**config.mk**
```make
export PLATFORM = sky130hd
export DESIGN_NAME = duplex_bus_port_selector
export DESIGN_NICKNAME = d
export VERILOG_FILES = /design/src/shared/dbs_sel_pkg.sv /design/src/core/duplex_bus_port_selector.sv
export SDC_FILE = /design/constraint.sdc
export NUM_CORES = 1
export LEC_CHECK = 0
export BUFFER_PORTS_ARGS = -buffer_cell sky130_fd_sc_hd__buf_2
export CORE_MARGIN = 2
export CORE_UTILIZATION = 50
export CTS_CLUSTER_DIAMETER = 100
export CTS_CLUSTER_SIZE = 14
export DETAILED_ROUTE_END_ITERATION = 7
export PLACE_DENSITY = 0.73
export SKIP_LAST_GASP = 1
export SLEW_MARGIN = 15
export SYNTH_ARGS = -nofsm -noshare
export SYNTH_HDL_FRONTEND = slang
export SYNTH_SLANG_ARGS = --single-unit
```
**constraint.sdc**
```tcl
create_clock -name CLK_I -period 6.2 [get_ports CLK_I]
set_input_delay 0.31 -clock CLK_I [delete_from_list [all_inputs] [get_ports CLK_I]]
set_output_delay 0.31 -clock CLK_I [all_outputs]
set_load 0.01 [all_outputs]
```
**src/shared/dbs_sel_pkg.sv**
```systemverilog
// Constants shared by the duplex bus port selector: codes, field positions and timing.
// Assumes a single 20 MHz system clock; every time below is turned into cycles of it.
//
// Contract
// - Fault flag sense inverted for command strobes.
// - Processor clock passes through to the peripheral.
// - Clock check results appear in status word.
// - Bipolar responses pulse 200 ns per transition.
// - Word and attention drivers pulse on rises only.
// - Word pulses fire on echo rise, gated by data.
// - Normal mode words come from the peripheral.
// - Maintenance words come from loop register or status.
// - Maintenance poll answers with all ones.
// - Two sides, at most one connected at once.
// - Port enable flop gates each side's bus traffic.
// - Route flop steers controls to peripheral or blocks.
// - Two flops give out, maintenance, normal states.
// - Normal side connects its bus to the peripheral.
// - Commands never make a side normal while the other side is normal.
// - Maintenance blocks peripheral, selector answers itself.
// - Third flop gives commanded maintenance transfer request.
// - Command with word bit 0 decodes seven codes.
// - Takeover with shared address switches sides, else clears.
// - Power transitions hold all control flops reset.
// - Commanded transfer request holds until write, read or takeover strobe.
package dbs_sel_pkg;

	localparam int          ADDR_W    = 6;
	localparam int          WORD_W    = 18;
	localparam int          CODE_W    = 5;
	localparam int          CNT_W     = 6;
	localparam logic [5:0]  MAINT_ADDR = 6'h3c;
	localparam int          MAINT_BIT = 0;

	localparam logic [4:0]  CMD_NONE      = 5'h01;
	localparam logic [4:0]  CMD_ROUTE_CLR = 5'h07;
	localparam logic [4:0]  CMD_ROUTE_SET = 5'h0b;
	localparam logic [4:0]  CMD_PORT_OFF  = 5'h0d;
	localparam logic [4:0]  CMD_PORT_ON   = 5'h13;
	localparam logic [4:0]  CMD_XFER_SET  = 5'h15;
	localparam logic [4:0]  CMD_ATTN      = 5'h19;

	localparam int STB_CMD = 0;
	localparam int STB_WR  = 1;
	localparam int STB_RD  = 2;
	localparam int STB_ST  = 3;
	localparam int STB_POLL = 4;
	localparam int STB_TAKE = 5;
	localparam int STB_N   = 6;

	localparam int RSP_ECHO = 0;
	localparam int RSP_IDLE = 1;
	localparam int RSP_FAULT = 2;
	localparam int RSP_REQ  = 3;
	localparam int RSP_N    = 4;
	localparam int DEV_ATTN = 4;
	localparam int DEVIN_N  = 5;

	localparam int PL_BIT = 16;
	localparam int PH_BIT = 17;
	localparam int ST_MY_CLK   = 6;
	localparam int ST_OT_CLK   = 7;
	localparam int ST_MY_ROUTE = 8;
	localparam int ST_OT_ROUTE = 9;
	localparam int ST_MY_ON    = 10;
	localparam int ST_OT_ON    = 11;
	localparam int ST_DEV_REQ  = 12;
	localparam int ST_DEV_ATTN = 13;
	localparam int ST_MY_XFER  = 14;
	localparam int ST_OT_XFER  = 15;

	localparam int CLK_PERIOD_NS     = 50;
	localparam int PULSE_NS          = 200;
	localparam int CLOCK_TIMEOUT_NS  = 2000;
	localparam int PULSE_CYCLES_RAW  = (PULSE_NS + CLK_PERIOD_NS - 1) / CLK_PERIOD_NS;
	localparam int PULSE_CYCLES      = (PULSE_CYCLES_RAW < 1) ? 1 : PULSE_CYCLES_RAW;
	localparam int TIMEOUT_CYCLES    = CLOCK_TIMEOUT_NS / CLK_PERIOD_NS;
	localparam logic [CNT_W-1:0] PULSE_LOAD   = CNT_W'(PULSE_CYCLES - 1);
	localparam logic [CNT_W-1:0] TIMEOUT_CNT  = CNT_W'(TIMEOUT_CYCLES);

	typedef enum logic [1:0] {MODE_OUT, MODE_MAINT, MODE_NORMAL} mode_t;

endpackage : dbs_sel_pkg

```
**src/core/duplex_bus_port_selector.sv**
```systemverilog
// Duplex bus port selector: joins one peripheral to either of two processor bus sides.
// Assumes the bus receivers deliver levels; all pins but RESET_N_I are sampled through two flip-flops.
//
// Strobed register access and the register offsets were left to the implementer.
`timescale 1ns/1ps
`default_nettype none

module duplex_bus_port_selector
(
	input  wire logic                  CLK_I,
	input  wire logic                  RESET_N_I,
	input  wire logic                  POWER_GOOD_I,
	input  wire logic [4:0]            STRAP_ADDR_I,
	input  wire logic [5:0]            STRAP_CODE_I,
	input  wire logic [1:0][5:0]       BUS_ADDR_I,
	input  wire logic [1:0]            BUS_COMMAND_I,
	input  wire logic [1:0]            BUS_WRITE_I,
	input  wire logic [1:0]            BUS_READ_I,
	input  wire logic [1:0]            BUS_STATUS_I,
	input  wire logic [1:0]            BUS_POLL_I,
	input  wire logic [1:0]            BUS_TAKEOVER_I,
	input  wire logic [1:0][17:0]      BUS_WORD_I,
	input  wire logic [1:0]            BUS_CLOCK_I,
	output logic      [1:0][3:0]       RESP_PULSE_O,
	output logic      [1:0][3:0]       RESP_LEVEL_O,
	output logic      [1:0]            ATTN_PULSE_O,
	output logic      [1:0][17:0]      WORD_PULSE_O,
	output logic      [1:0][1:0]       SIDE_MODE_O,
	input  wire logic                  DEV_ECHO_I,
	input  wire logic                  DEV_IDLE_I,
	input  wire logic                  DEV_FAULT_I,
	input  wire logic                  DEV_ATTN_I,
	input  wire logic                  DEV_REQUEST_I,
	input  wire logic [17:0]           DEV_WORD_I,
	output logic      [5:0]            DEV_ADDR_O,
	output logic                       DEV_COMMAND_O,
	output logic                       DEV_WRITE_O,
	output logic                       DEV_READ_O,
	output logic                       DEV_STATUS_O,
	output logic                       DEV_POLL_O,
	output logic                       DEV_CLOCK_O,
	output logic      [17:0]           DEV_WORD_O,
	output logic                       DEV_WORD_OE_O
);

	logic                                        pwr_s1, pwr_s2, rst;
	logic [4:0]                                  strap_addr_s1, strap_addr_s2;
	logic [5:0]                                  strap_code_s1, strap_code_s2;
	logic [dbs_sel_pkg::DEVIN_N-1:0]             dev_s1, dev_s2;
	logic [17:0]                                 dev_word_s1, dev_word_s2;
	logic [1:0][dbs_sel_pkg::STB_N-1:0]          stb_s1, stb_s2, stb_d, rise;
	logic [1:0][5:0]                             addr_s1, addr_s2;
	logic [1:0][17:0]                            word_s1, word_s2;
	logic [1:0]                                  clk_s1, clk_s2, clk_d;
	logic [1:0][dbs_sel_pkg::CNT_W-1:0]          ck_cnt_reg;
	logic [1:0]                                  clock_ok_reg;
	logic [1:0]                                  route_reg, on_reg, xfer_reg;
	logic [1:0]                                  normal, maint, conn;
	logic [1:0]                                  my_hit, maint_hit, cmd_ok, cmd_valid, take_maint;
	logic [1:0][17:0]                            loop_reg, self_word_reg;
	logic [1:0]                                  self_echo_reg, self_fault_reg, self_attn_reg;
	logic [1:0][3:0]                             rsp_lvl, rsp_prev_reg;
	logic [1:0]                                  attn_lvl, attn_prev_reg;
	logic [1:0][17:0]                            word_src;
	logic [1:0][3:0][dbs_sel_pkg::CNT_W-1:0]     rsp_cnt_reg;
	logic [1:0][dbs_sel_pkg::CNT_W-1:0]          attn_cnt_reg;

	// Power loss holds every control flop reset, as the bus power sequencing does.
	assign rst = ~RESET_N_I | ~pwr_s2;

	always_ff @(posedge CLK_I)
	begin
		if (!RESET_N_I)
		begin
			pwr_s1        <= 1'b0;
			pwr_s2        <= 1'b0;
			strap_addr_s1 <= '0;
			strap_addr_s2 <= '0;
			strap_code_s1 <= '0;
			strap_code_s2 <= '0;
			dev_s1        <= '0;
			dev_s2        <= '0;
			dev_word_s1   <= '0;
			dev_word_s2   <= '0;
		end
		else
		begin
			pwr_s1        <= POWER_GOOD_I;
			pwr_s2        <= pwr_s1;
			strap_addr_s1 <= STRAP_ADDR_I;
			strap_addr_s2 <= strap_addr_s1;
			strap_code_s1 <= STRAP_CODE_I;
			strap_code_s2 <= strap_code_s1;
			dev_s1        <= {DEV_ATTN_I, DEV_REQUEST_I, DEV_FAULT_I, DEV_IDLE_I, DEV_ECHO_I};
			dev_s2        <= dev_s1;
			dev_word_s1   <= DEV_WORD_I;
			dev_word_s2   <= dev_word_s1;
		end
	end

	assign normal = route_reg & on_reg;
	assign maint  = ~route_reg & on_reg;
	assign conn   = {normal[1] & ~normal[0], normal[0]};

	function automatic logic is_valid(input logic [4:0] code);
		case (code)
			dbs_sel_pkg::CMD_NONE,
			dbs_sel_pkg::CMD_ROUTE_CLR,
			dbs_sel_pkg::CMD_ROUTE_SET,
			dbs_sel_pkg::CMD_PORT_OFF,
			dbs_sel_pkg::CMD_PORT_ON,
			dbs_sel_pkg::CMD_XFER_SET,
			dbs_sel_pkg::CMD_ATTN: return 1'b1;
			default:               return 1'b0;
		endcase
	endfunction : is_valid

	// Status bits go out inverted, strap code bits true; both bytes carry odd parity.
	function automatic logic [17:0] status_word(input logic [9:0] flags, input logic [5:0] code);
		logic [15:0] d;
		d = {~flags, code};
		return {~^d[15:8], ~^d[7:0], d};
	endfunction : status_word

	for (genvar s = 0; s < 2; s++)
	begin : g_side
		always_ff @(posedge CLK_I)
		begin
			if (!RESET_N_I)
			begin
				stb_s1[s]  <= '0;
				stb_s2[s]  <= '0;
				stb_d[s]   <= '0;
				addr_s1[s] <= '0;
				addr_s2[s] <= '0;
				word_s1[s] <= '0;
				word_s2[s] <= '0;
				clk_s1[s]  <= 1'b0;
				clk_s2[s]  <= 1'b0;
				clk_d[s]   <= 1'b0;
			end
			else
			begin
				stb_s1[s]  <= {BUS_TAKEOVER_I[s], BUS_POLL_I[s], BUS_STATUS_I[s],
					BUS_READ_I[s], BUS_WRITE_I[s], BUS_COMMAND_I[s]};
				stb_s2[s]  <= stb_s1[s];
				stb_d[s]   <= stb_s2[s];
				addr_s1[s] <= BUS_ADDR_I[s];
				addr_s2[s] <= addr_s1[s];
				word_s1[s] <= BUS_WORD_I[s];
				word_s2[s] <= word_s1[s];
				clk_s1[s]  <= BUS_CLOCK_I[s];
				clk_s2[s]  <= clk_s1[s];
				clk_d[s]   <= clk_s2[s];
			end
		end

		assign rise[s]       = stb_s2[s] & ~stb_d[s];
		assign my_hit[s]     = (addr_s2[s][4:0] == strap_addr_s2) && (^addr_s2[s]);
		assign maint_hit[s]  = addr_s2[s] == dbs_sel_pkg::MAINT_ADDR;
		assign cmd_ok[s]     = rise[s][dbs_sel_pkg::STB_CMD]
			& word_s2[s][dbs_sel_pkg::MAINT_BIT] & my_hit[s];
		assign cmd_valid[s]  = is_valid(word_s2[s][dbs_sel_pkg::CODE_W-1:0]);
		assign take_maint[s] = rise[s][dbs_sel_pkg::STB_TAKE] & maint_hit[s];

		always_ff @(posedge CLK_I)
		begin
			if (rst)
			begin
				ck_cnt_reg[s]   <= '0;
				clock_ok_reg[s] <= 1'b0;
			end
			else if (clk_s2[s] != clk_d[s])
			begin
				ck_cnt_reg[s]   <= '0;
				clock_ok_reg[s] <= 1'b1;
			end
			else if (ck_cnt_reg[s] == dbs_sel_pkg::TIMEOUT_CNT)
				clock_ok_reg[s] <= 1'b0;
			else
				ck_cnt_reg[s]   <= ck_cnt_reg[s] + 1'b1;
		end

		always_ff @(posedge CLK_I)
		begin
			if (rst)
				xfer_reg[s] <= 1'b0;
			else if (cmd_ok[s] && word_s2[s][4:0] == dbs_sel_pkg::CMD_XFER_SET)
				xfer_reg[s] <= 1'b1;
			else if (rise[s][dbs_sel_pkg::STB_WR] || rise[s][dbs_sel_pkg::STB_RD]
				|| rise[s][dbs_sel_pkg::STB_TAKE])
				xfer_reg[s] <= 1'b0;
		end

		always_ff @(posedge CLK_I)
		begin
			if (rst)
			begin
				loop_reg[s]       <= '0;
				self_word_reg[s]  <= '0;
				self_echo_reg[s]  <= 1'b0;
				self_fault_reg[s] <= 1'b0;
				self_attn_reg[s]  <= 1'b0;
			end
			else if (maint[s] && (my_hit[s] || maint_hit[s]) && rise[s][dbs_sel_pkg::STB_WR])
			begin
				loop_reg[s]      <= word_s2[s];
				self_word_reg[s] <= '0;
				self_echo_reg[s] <= 1'b1;
			end
			else if (maint[s] && (my_hit[s] || maint_hit[s]) && rise[s][dbs_sel_pkg::STB_RD])
			begin
				self_word_reg[s] <= loop_reg[s];
				self_echo_reg[s] <= 1'b1;
			end
			else if (maint[s] && (my_hit[s] || maint_hit[s]) && rise[s][dbs_sel_pkg::STB_ST])
			begin
				self_word_reg[s] <= status_word({xfer_reg[1-s], xfer_reg[s], dev_s2[dbs_sel_pkg::DEV_ATTN],
					dev_s2[dbs_sel_pkg::RSP_REQ], on_reg[1-s], on_reg[s], route_reg[1-s],
					route_reg[s], clock_ok_reg[1-s], clock_ok_reg[s]}, strap_code_s2);
				self_echo_reg[s] <= 1'b1;
			end
			else if (maint[s] && maint_hit[s] && rise[s][dbs_sel_pkg::STB_POLL])
			begin
				self_word_reg[s] <= '1;
				self_echo_reg[s] <= 1'b1;
			end
			else if (cmd_ok[s] && on_reg[s])
			begin
				self_word_reg[s]  <= '0;
				self_echo_reg[s]  <= 1'b1;
				self_fault_reg[s] <= cmd_valid[s];
				self_attn_reg[s]  <= word_s2[s][4:0] == dbs_sel_pkg::CMD_ATTN;
			end
			else if (stb_s2[s] == '0)
			begin
				self_echo_reg[s]  <= 1'b0;
				self_fault_reg[s] <= 1'b0;
				self_attn_reg[s]  <= 1'b0;
			end
		end

		always_comb
		begin
			rsp_lvl[s]  = '0;
			attn_lvl[s] = 1'b0;
			word_src[s] = '0;
			if (conn[s])
			begin
				rsp_lvl[s][dbs_sel_pkg::RSP_ECHO]  = dev_s2[dbs_sel_pkg::RSP_ECHO];
				rsp_lvl[s][dbs_sel_pkg::RSP_IDLE]  = dev_s2[dbs_sel_pkg::RSP_IDLE];
				rsp_lvl[s][dbs_sel_pkg::RSP_FAULT] = dev_s2[dbs_sel_pkg::RSP_FAULT]
					| self_fault_reg[s];
				rsp_lvl[s][dbs_sel_pkg::RSP_REQ]   = dev_s2[dbs_sel_pkg::RSP_REQ] | xfer_reg[s];
				attn_lvl[s] = dev_s2[dbs_sel_pkg::DEV_ATTN] | self_attn_reg[s];
				word_src[s] = dev_word_s2;
			end
			else if (on_reg[s])
			begin
				rsp_lvl[s][dbs_sel_pkg::RSP_ECHO]  = self_echo_reg[s];
				rsp_lvl[s][dbs_sel_pkg::RSP_IDLE]  = self_echo_reg[s];
				rsp_lvl[s][dbs_sel_pkg::RSP_FAULT] = self_fault_reg[s];
				rsp_lvl[s][dbs_sel_pkg::RSP_REQ]   = xfer_reg[s];
				attn_lvl[s] = self_attn_reg[s];
				word_src[s] = self_word_reg[s];
			end
		end

		for (genvar i = 0; i < dbs_sel_pkg::RSP_N; i++)
		begin : g_rsp
			always_ff @(posedge CLK_I)
			begin
				if (rst)
				begin
					rsp_prev_reg[s][i] <= 1'b0;
					rsp_cnt_reg[s][i]  <= '0;
					RESP_PULSE_O[s][i] <= 1'b0;
					RESP_LEVEL_O[s][i] <= 1'b0;
				end
				else if (rsp_lvl[s][i] != rsp_prev_reg[s][i])
				begin
					rsp_prev_reg[s][i] <= rsp_lvl[s][i];
					rsp_cnt_reg[s][i]  <= dbs_sel_pkg::PULSE_LOAD;
					RESP_PULSE_O[s][i] <= 1'b1;
					RESP_LEVEL_O[s][i] <= rsp_lvl[s][i];
				end
				else if (rsp_cnt_reg[s][i] != '0)
					rsp_cnt_reg[s][i]  <= rsp_cnt_reg[s][i] - 1'b1;
				else
					RESP_PULSE_O[s][i] <= 1'b0;
			end
		end

		always_ff @(posedge CLK_I)
		begin
			if (rst)
				WORD_PULSE_O[s] <= '0;
			else if (rsp_lvl[s][dbs_sel_pkg::RSP_ECHO] && !rsp_prev_reg[s][dbs_sel_pkg::RSP_ECHO])
				WORD_PULSE_O[s] <= word_src[s];
			else if (rsp_cnt_reg[s][dbs_sel_pkg::RSP_ECHO] == '0)
				WORD_PULSE_O[s] <= '0;
		end

		always_ff @(posedge CLK_I)
		begin
			if (rst)
			begin
				attn_prev_reg[s] <= 1'b0;
				attn_cnt_reg[s]  <= '0;
				ATTN_PULSE_O[s]  <= 1'b0;
			end
			else
			begin
				attn_prev_reg[s] <= attn_lvl[s];
				if (attn_lvl[s] && !attn_prev_reg[s])
				begin
					attn_cnt_reg[s] <= dbs_sel_pkg::PULSE_LOAD;
					ATTN_PULSE_O[s] <= 1'b1;
				end
				else if (attn_cnt_reg[s] != '0)
					attn_cnt_reg[s] <= attn_cnt_reg[s] - 1'b1;
				else
					ATTN_PULSE_O[s] <= 1'b0;
			end
		end

		always_ff @(posedge CLK_I)
		begin
			if (rst)
				SIDE_MODE_O[s] <= dbs_sel_pkg::MODE_OUT;
			else if (normal[s])
				SIDE_MODE_O[s] <= dbs_sel_pkg::MODE_NORMAL;
			else if (maint[s])
				SIDE_MODE_O[s] <= dbs_sel_pkg::MODE_MAINT;
			else
				SIDE_MODE_O[s] <= dbs_sel_pkg::MODE_OUT;
		end
	end

	always_ff @(posedge CLK_I)
	begin
		if (rst)
		begin
			route_reg <= '0;
			on_reg    <= '0;
		end
		else if (take_maint[0])
		begin
			route_reg <= 2'h1;
			on_reg    <= 2'h1;
		end
		else if (take_maint[1])
		begin
			route_reg <= 2'h2;
			on_reg    <= 2'h2;
		end
		else
		begin
			for (int s = 0; s < 2; s++)
			begin
				if (cmd_ok[s])
				begin
					case (word_s2[s][dbs_sel_pkg::CODE_W-1:0])
						dbs_sel_pkg::CMD_ROUTE_CLR: route_reg[s] <= 1'b0;
						dbs_sel_pkg::CMD_ROUTE_SET: if (!(on_reg[s] && normal[1-s]))
							route_reg[s] <= 1'b1;
						dbs_sel_pkg::CMD_PORT_OFF:  on_reg[s] <= 1'b0;
						dbs_sel_pkg::CMD_PORT_ON:   if (!(route_reg[s] && normal[1-s]))
							on_reg[s] <= 1'b1;
						default: ;
					endcase
				end
			end
		end
	end

	always_ff @(posedge CLK_I)
	begin
		if (rst || conn == '0)
		begin
			DEV_ADDR_O    <= '0;
			DEV_COMMAND_O <= 1'b0;
			DEV_WRITE_O   <= 1'b0;
			DEV_READ_O    <= 1'b0;
			DEV_STATUS_O  <= 1'b0;
			DEV_POLL_O    <= 1'b0;
			DEV_CLOCK_O   <= 1'b0;
			DEV_WORD_O    <= '0;
			DEV_WORD_OE_O <= 1'b0;
		end
		else
		begin
			// Only the connected side drives; a maintenance side is never selected here.
			DEV_ADDR_O    <= addr_s2[conn[1]];
			DEV_COMMAND_O <= stb_s2[conn[1]][dbs_sel_pkg::STB_CMD]
				& ~word_s2[conn[1]][dbs_sel_pkg::MAINT_BIT];
			DEV_WRITE_O   <= stb_s2[conn[1]][dbs_sel_pkg::STB_WR];
			DEV_READ_O    <= stb_s2[conn[1]][dbs_sel_pkg::STB_RD];
			DEV_STATUS_O  <= stb_s2[conn[1]][dbs_sel_pkg::STB_ST];
			DEV_POLL_O    <= stb_s2[conn[1]][dbs_sel_pkg::STB_POLL] & ~maint_hit[conn[1]];
			DEV_CLOCK_O   <= clk_s2[conn[1]];
			DEV_WORD_O    <= word_s2[conn[1]];
			// Receivers let go of the word lines while the peripheral is asked to drive them.
			DEV_WORD_OE_O <= ~(stb_s2[conn[1]][dbs_sel_pkg::STB_RD]
				| stb_s2[conn[1]][dbs_sel_pkg::STB_ST] | stb_s2[conn[1]][dbs_sel_pkg::STB_POLL]);
		end
	end

endmodule : duplex_bus_port_selector

`default_nettype wire

```
==> results.md <==
Logic synthesis:
- Counting flops with a built-in enable in the synthesized netlist gives 0.
- The sequential cell area fraction in the yosys report is 0.548.
- The number of warning messages in the yosys log is 0.
- The share of synthesized registers carrying an async set or reset is 0.
- Among all flip-flop cells after synthesis, the most frequent one is sky130_fd_sc_hd__dfxtp_1.
- After synthesis, the netlist uses 67 different library cells.
- The post-synthesis cell count is around 1800.
- The synthesized area per cell is between 9 and 10 um^2.
- The flip-flop and latch count after synthesis is ~460.
- The mapped netlist covers between 15000 and 20000 um^2.
- The number of nets in the synthesized netlist is about 1900.

Placed design:
- The number of I/O port buffers is between 150 and 200.
- Routability-driven placement finished with a final weighted congestion of 0.860.
- Once placement completed, the tool counted placed cells totaling roughly 2300.
- Summed over all nets, the half-perimeter wirelength after detailed placement is roughly 27 mm.

Global route:
- The largest net degree at the start of global routing is roughly 120.
- After global routing the overflow that remains totals 0.
- Across every metal layer, demand over resource in global routing totals 0.223.
- The number of global-route vias before repair came to about 12000.
- The first global-routing pass estimated between 60 and 70 mm of wire.
- The number of antenna violations at the first check in global routing was 0.

Worst hold path:
- The worst hold path begins at STRAP_CODE_I[1].
- The hold path endpoint is strap_code_s1[1]$_SDFF_PN0_.
- The depth of the worst hold-timing path is 2.
- The type of the worst min-delay path is in2reg.

Timing:
- The tightest hold path in the finished design has a slack of approximately 0.0075 ns.
- The number of slew-limit violations in the final report came to 0.
- Setup repair after global routing left no endpoint under its margin.
- The number of hold-slack violations in the final timing report was 0.
- The clock period could shrink to around 3.6 ns.
- The post-route fraction of the period consumed by the critical path is 0.580.
- Setup violations remaining at the end of the flow were counted as 0.
- The measured slew at the worst slew-check pin is around 1.2 ns.
- Between clock sinks in the finished design, the worst skew comes to around 0.024 ns.
- Based on the critical path, the design can be clocked at up to 0.278 GHz.
- The normalized max-slew margin is 0.171.
- The summed negative setup slack over all endpoints is 0 ns.

Clock network:
- The clock-pin slew on the worst setup and hold paths is around 0.060 ns.
- The latest clock arrival within the worst-skew pair is 0.54 ns.
- The clock passes through at most 3 buffers.
- The cell sitting at the root of the clock tree is a sky130_fd_sc_hd__clkbuf_16.
- The level count of the clock H-tree is 2.
- The number of buffers inserted during clock tree synthesis is 38.
- The clock sink total is between 400 and 500.
- The TritonCTS clock tree is built.
- The number of cells upsized or downsized after cts is 0.
- The buffers inserted during post-CTS setup optimization is 0.

Detailed routing:
- The count of nets left with antenna violations once routing finished came out at 0.
- In the routed design, unresolved DRC markers number 0.
- The iteration-0 DRC count of the detailed router is 929.
- In the final routed layout, each cell accounts on average for between 15 and 20 um.
- The total wire length is between 30 and 40 mm.
- The via count is roughly 13000.
- The number of detailed-route iterations in the first pass is 5.
- After detailed routing, the number of vias per cell comes to 5.16.

Setup path:
- For the worst setup path, the data arrival time is roughly 4 ns.
- The sort of element at the end of the critical path is a register.
- The critical path is of the reg2reg type.
- The critical path's largest stage delay is roughly 0.73 ns.
- The depth of the worst register-to-register path is 6.
- Across all register-to-register paths, the minimum setup slack is 2.60 ns.
- The buffering stage count on the worst path with inverters included is 0.
- The family with the most delay on the worst path is simple AND/OR/NAND/NOR gates.
- The destination of the worst register-to-register timing path is self_word_reg[0]$_SDFFE_PP0P_.
- STA classifies the critical path startpoint as a register.
- Of all nets on the critical path, the largest fanout is 20.
- Traced cell by cell, the critical path runs through ha_1 > xnor3_1 > o31ai_1 > nand3_1 > and3_1 > a221o_2.
- The worst register-to-register path begins at addr_s2[2]$_SDFF_PN0_.
- The standard cell with the maximum stage delay on the critical path is sky130_fd_sc_hd__nand3_1.
- Data on the critical path is required at its endpoint by 6.61 ns.

Floorplanning:
- The number of top-level design ports is approximately 190.
- The floorplan die area is ~35000 um^2.
- Measured along the y axis, the die boundary spans approximately 190 um.
- In this run the standard cell core region covers 32700 um^2.
- For this configuration, the core starts out at a cell density of 0.511.
- In this run the horizontal extent of the chip is about 190 um.
- The number of core rows is 66.

Power and ir drop:
- Dividing total power by cell area gives a power density of ~270 nW/um^2.
- The analysis attributes to cell leakage a power of roughly 8 nW.
- Across the VDD grid, the largest voltage drop is approximately 0.00018 V.

Layout:
- The library cell used most frequently in the layout, excluding fill and tap cells, is sky130_fd_sc_hd__dfxtp_1.
- In the layout the commonest cells are sky130_fd_sc_hd__dfxtp_1, sky130_fd_sc_hd__nand2_1, sky130_fd_sc_hd__and2_1.
- The antenna diode count is 0.
- The area growth from synthesis to final layout is 17.8%.
- Once layout is complete, the cells apart from fillers number 2446.
- Counting the fill cells in the layout gives between 2000 and 3000.
- The total number of nets in the final design is between 2000 and 2500.
- The fraction of layout cells with a size suffix above 1 is 0.138.
- The number of flip-flops in the largest register is 48.

Run status:
- The flow ran to the end, and the final reports show no timing, DRC or antenna violations.

Flow run:
- The number of maximum-capacitance violations is 0.
==> worst max-delay path by stage <==
stage,startpoint,endpoint,slack (ns),cells after the start
after global placement,addr_s2[4]$_SDFF_PN0_,self_word_reg[3]$_SDFFE_PP0P_,2.81,6
after CTS,addr_s2[4]$_SDFF_PN0_,self_word_reg[3]$_SDFFE_PP0P_,2.65,6
after global routing,addr_s2[4]$_SDFF_PN0_,self_word_reg[3]$_SDFFE_PP0P_,2.38,6
after floorplan,addr_s2[4]$_SDFF_PN0_,self_word_reg[11]$_SDFFE_PP0P_,3.73,9
final,addr_s2[2]$_SDFF_PN0_,self_word_reg[0]$_SDFFE_PP0P_,2.60,6
after detailed placement,addr_s2[2]$_SDFF_PN0_,self_word_reg[2]$_SDFFE_PP0P_,2.67,6
==> Yosys cell counts, types with 5 or more instances <==
cell type / n / area, um^2
sky130_fd_sc_hd__a21oi_1: 150 / 751
sky130_fd_sc_hd__a221o_1: 11 / 110
sky130_fd_sc_hd__a221o_2: 5 / 56.3
sky130_fd_sc_hd__a22oi_1: 21 / 158
sky130_fd_sc_hd__a32o_1: 16 / 160
sky130_fd_sc_hd__and2_1: 215 / 1350
sky130_fd_sc_hd__and3_1: 8 / 50.1
sky130_fd_sc_hd__buf_1: 8 / 30.0
sky130_fd_sc_hd__clkbuf_1: 79 / 297
sky130_fd_sc_hd__dfxtp_1: 457 / 9150
sky130_fd_sc_hd__ha_1: 24 / 300
sky130_fd_sc_hd__inv_1: 42 / 158
sky130_fd_sc_hd__mux2_2: 19 / 214
sky130_fd_sc_hd__mux2i_1: 6 / 60.1
sky130_fd_sc_hd__nand2_1: 249 / 935
sky130_fd_sc_hd__nand2b_1: 27 / 169
sky130_fd_sc_hd__nand3_1: 51 / 255
sky130_fd_sc_hd__nand3b_1: 7 / 52.6
sky130_fd_sc_hd__nor2_1: 139 / 522
sky130_fd_sc_hd__nor2b_1: 16 / 100
sky130_fd_sc_hd__nor3_1: 22 / 110
sky130_fd_sc_hd__o21ai_0: 34 / 170
sky130_fd_sc_hd__or3_1: 14 / 87.6
sky130_fd_sc_hd__xnor2_1: 61 / 534
sky130_fd_sc_hd__xor2_1: 27 / 236
==> metrics by stage <==
stage / power (W) / util / setup slack [ns] / area (um^2)
after floorplan: 0.00319 / - / 3.73 / 16700
after global placement: 0.00325 / 0.545 / 2.81 / 17800
after detailed placement: 0.00326 / 0.545 / 2.67 / 17800
after CTS: 0.00540 / 0.601 / 2.65 / 19700
after global routing: 0.00554 / 0.601 / 2.38 / 19700
final: 0.00535 / 0.601 / 2.60 / 19700
==> area by class of cell <==
cell class                      count  area [um^2]  area share
Inverter                           42          158     0.00802
Multi-Input combinational cell   1185         6960       0.354
Timing Repair Buffer              278         1830      0.0930
Clock buffer                       39          976      0.0496
Sequential cell                   457         9150       0.465
Clock inverter                      3         40.0     0.00204
Tap cell                          442          553      0.0281
==> layer usage <==
metal	vias up	routed length (um)	track usage
met5	-	0	0
met4	0	1150	0.0757
met3	73	2350	0.0331
met2	396	17500	0.355
met1	5872	18200	0.309
li1	6287	-	-
==> cells by family after synthesis <==
| logic type | share of synthesized area |
|---|---|
| mux | 0.0164 |
| fa+ha+maj | 0.0180 |
| buf+inv | 0.0366 |
| simple gates | 0.231 |
| compound gates | 0.101 |
| flops | 0.548 |
| xor+xnor | 0.0489 |
==> where the power goes <==
part           total (W)  internal, W  switching, W
combinational   0.000201     0.000113     0.0000878
clock            0.00212      0.00112       0.00100
sequential       0.00303      0.00300     0.0000353
==> worst reg2reg max path, cell delays in order (launching register included) <==
cell and delay [ns]:
sky130_fd_sc_hd__dfxtp_1 0.34, sky130_fd_sc_hd__ha_1 0.32, sky130_fd_sc_hd__xnor3_1 0.39, sky130_fd_sc_hd__o31ai_1 0.65
sky130_fd_sc_hd__nand3_1 0.73, sky130_fd_sc_hd__and3_1 0.65, sky130_fd_sc_hd__a221o_2 0.40
==> repair_timing <==
| item | CTS | global route |
|---|---|---|
| hold buffers | 83 | 0 |
| endpoints found under the hold margin | 83 | 0 |
| setup endpoints to repair | 0 | 0 |
Power figures use the tool's default switching activity.
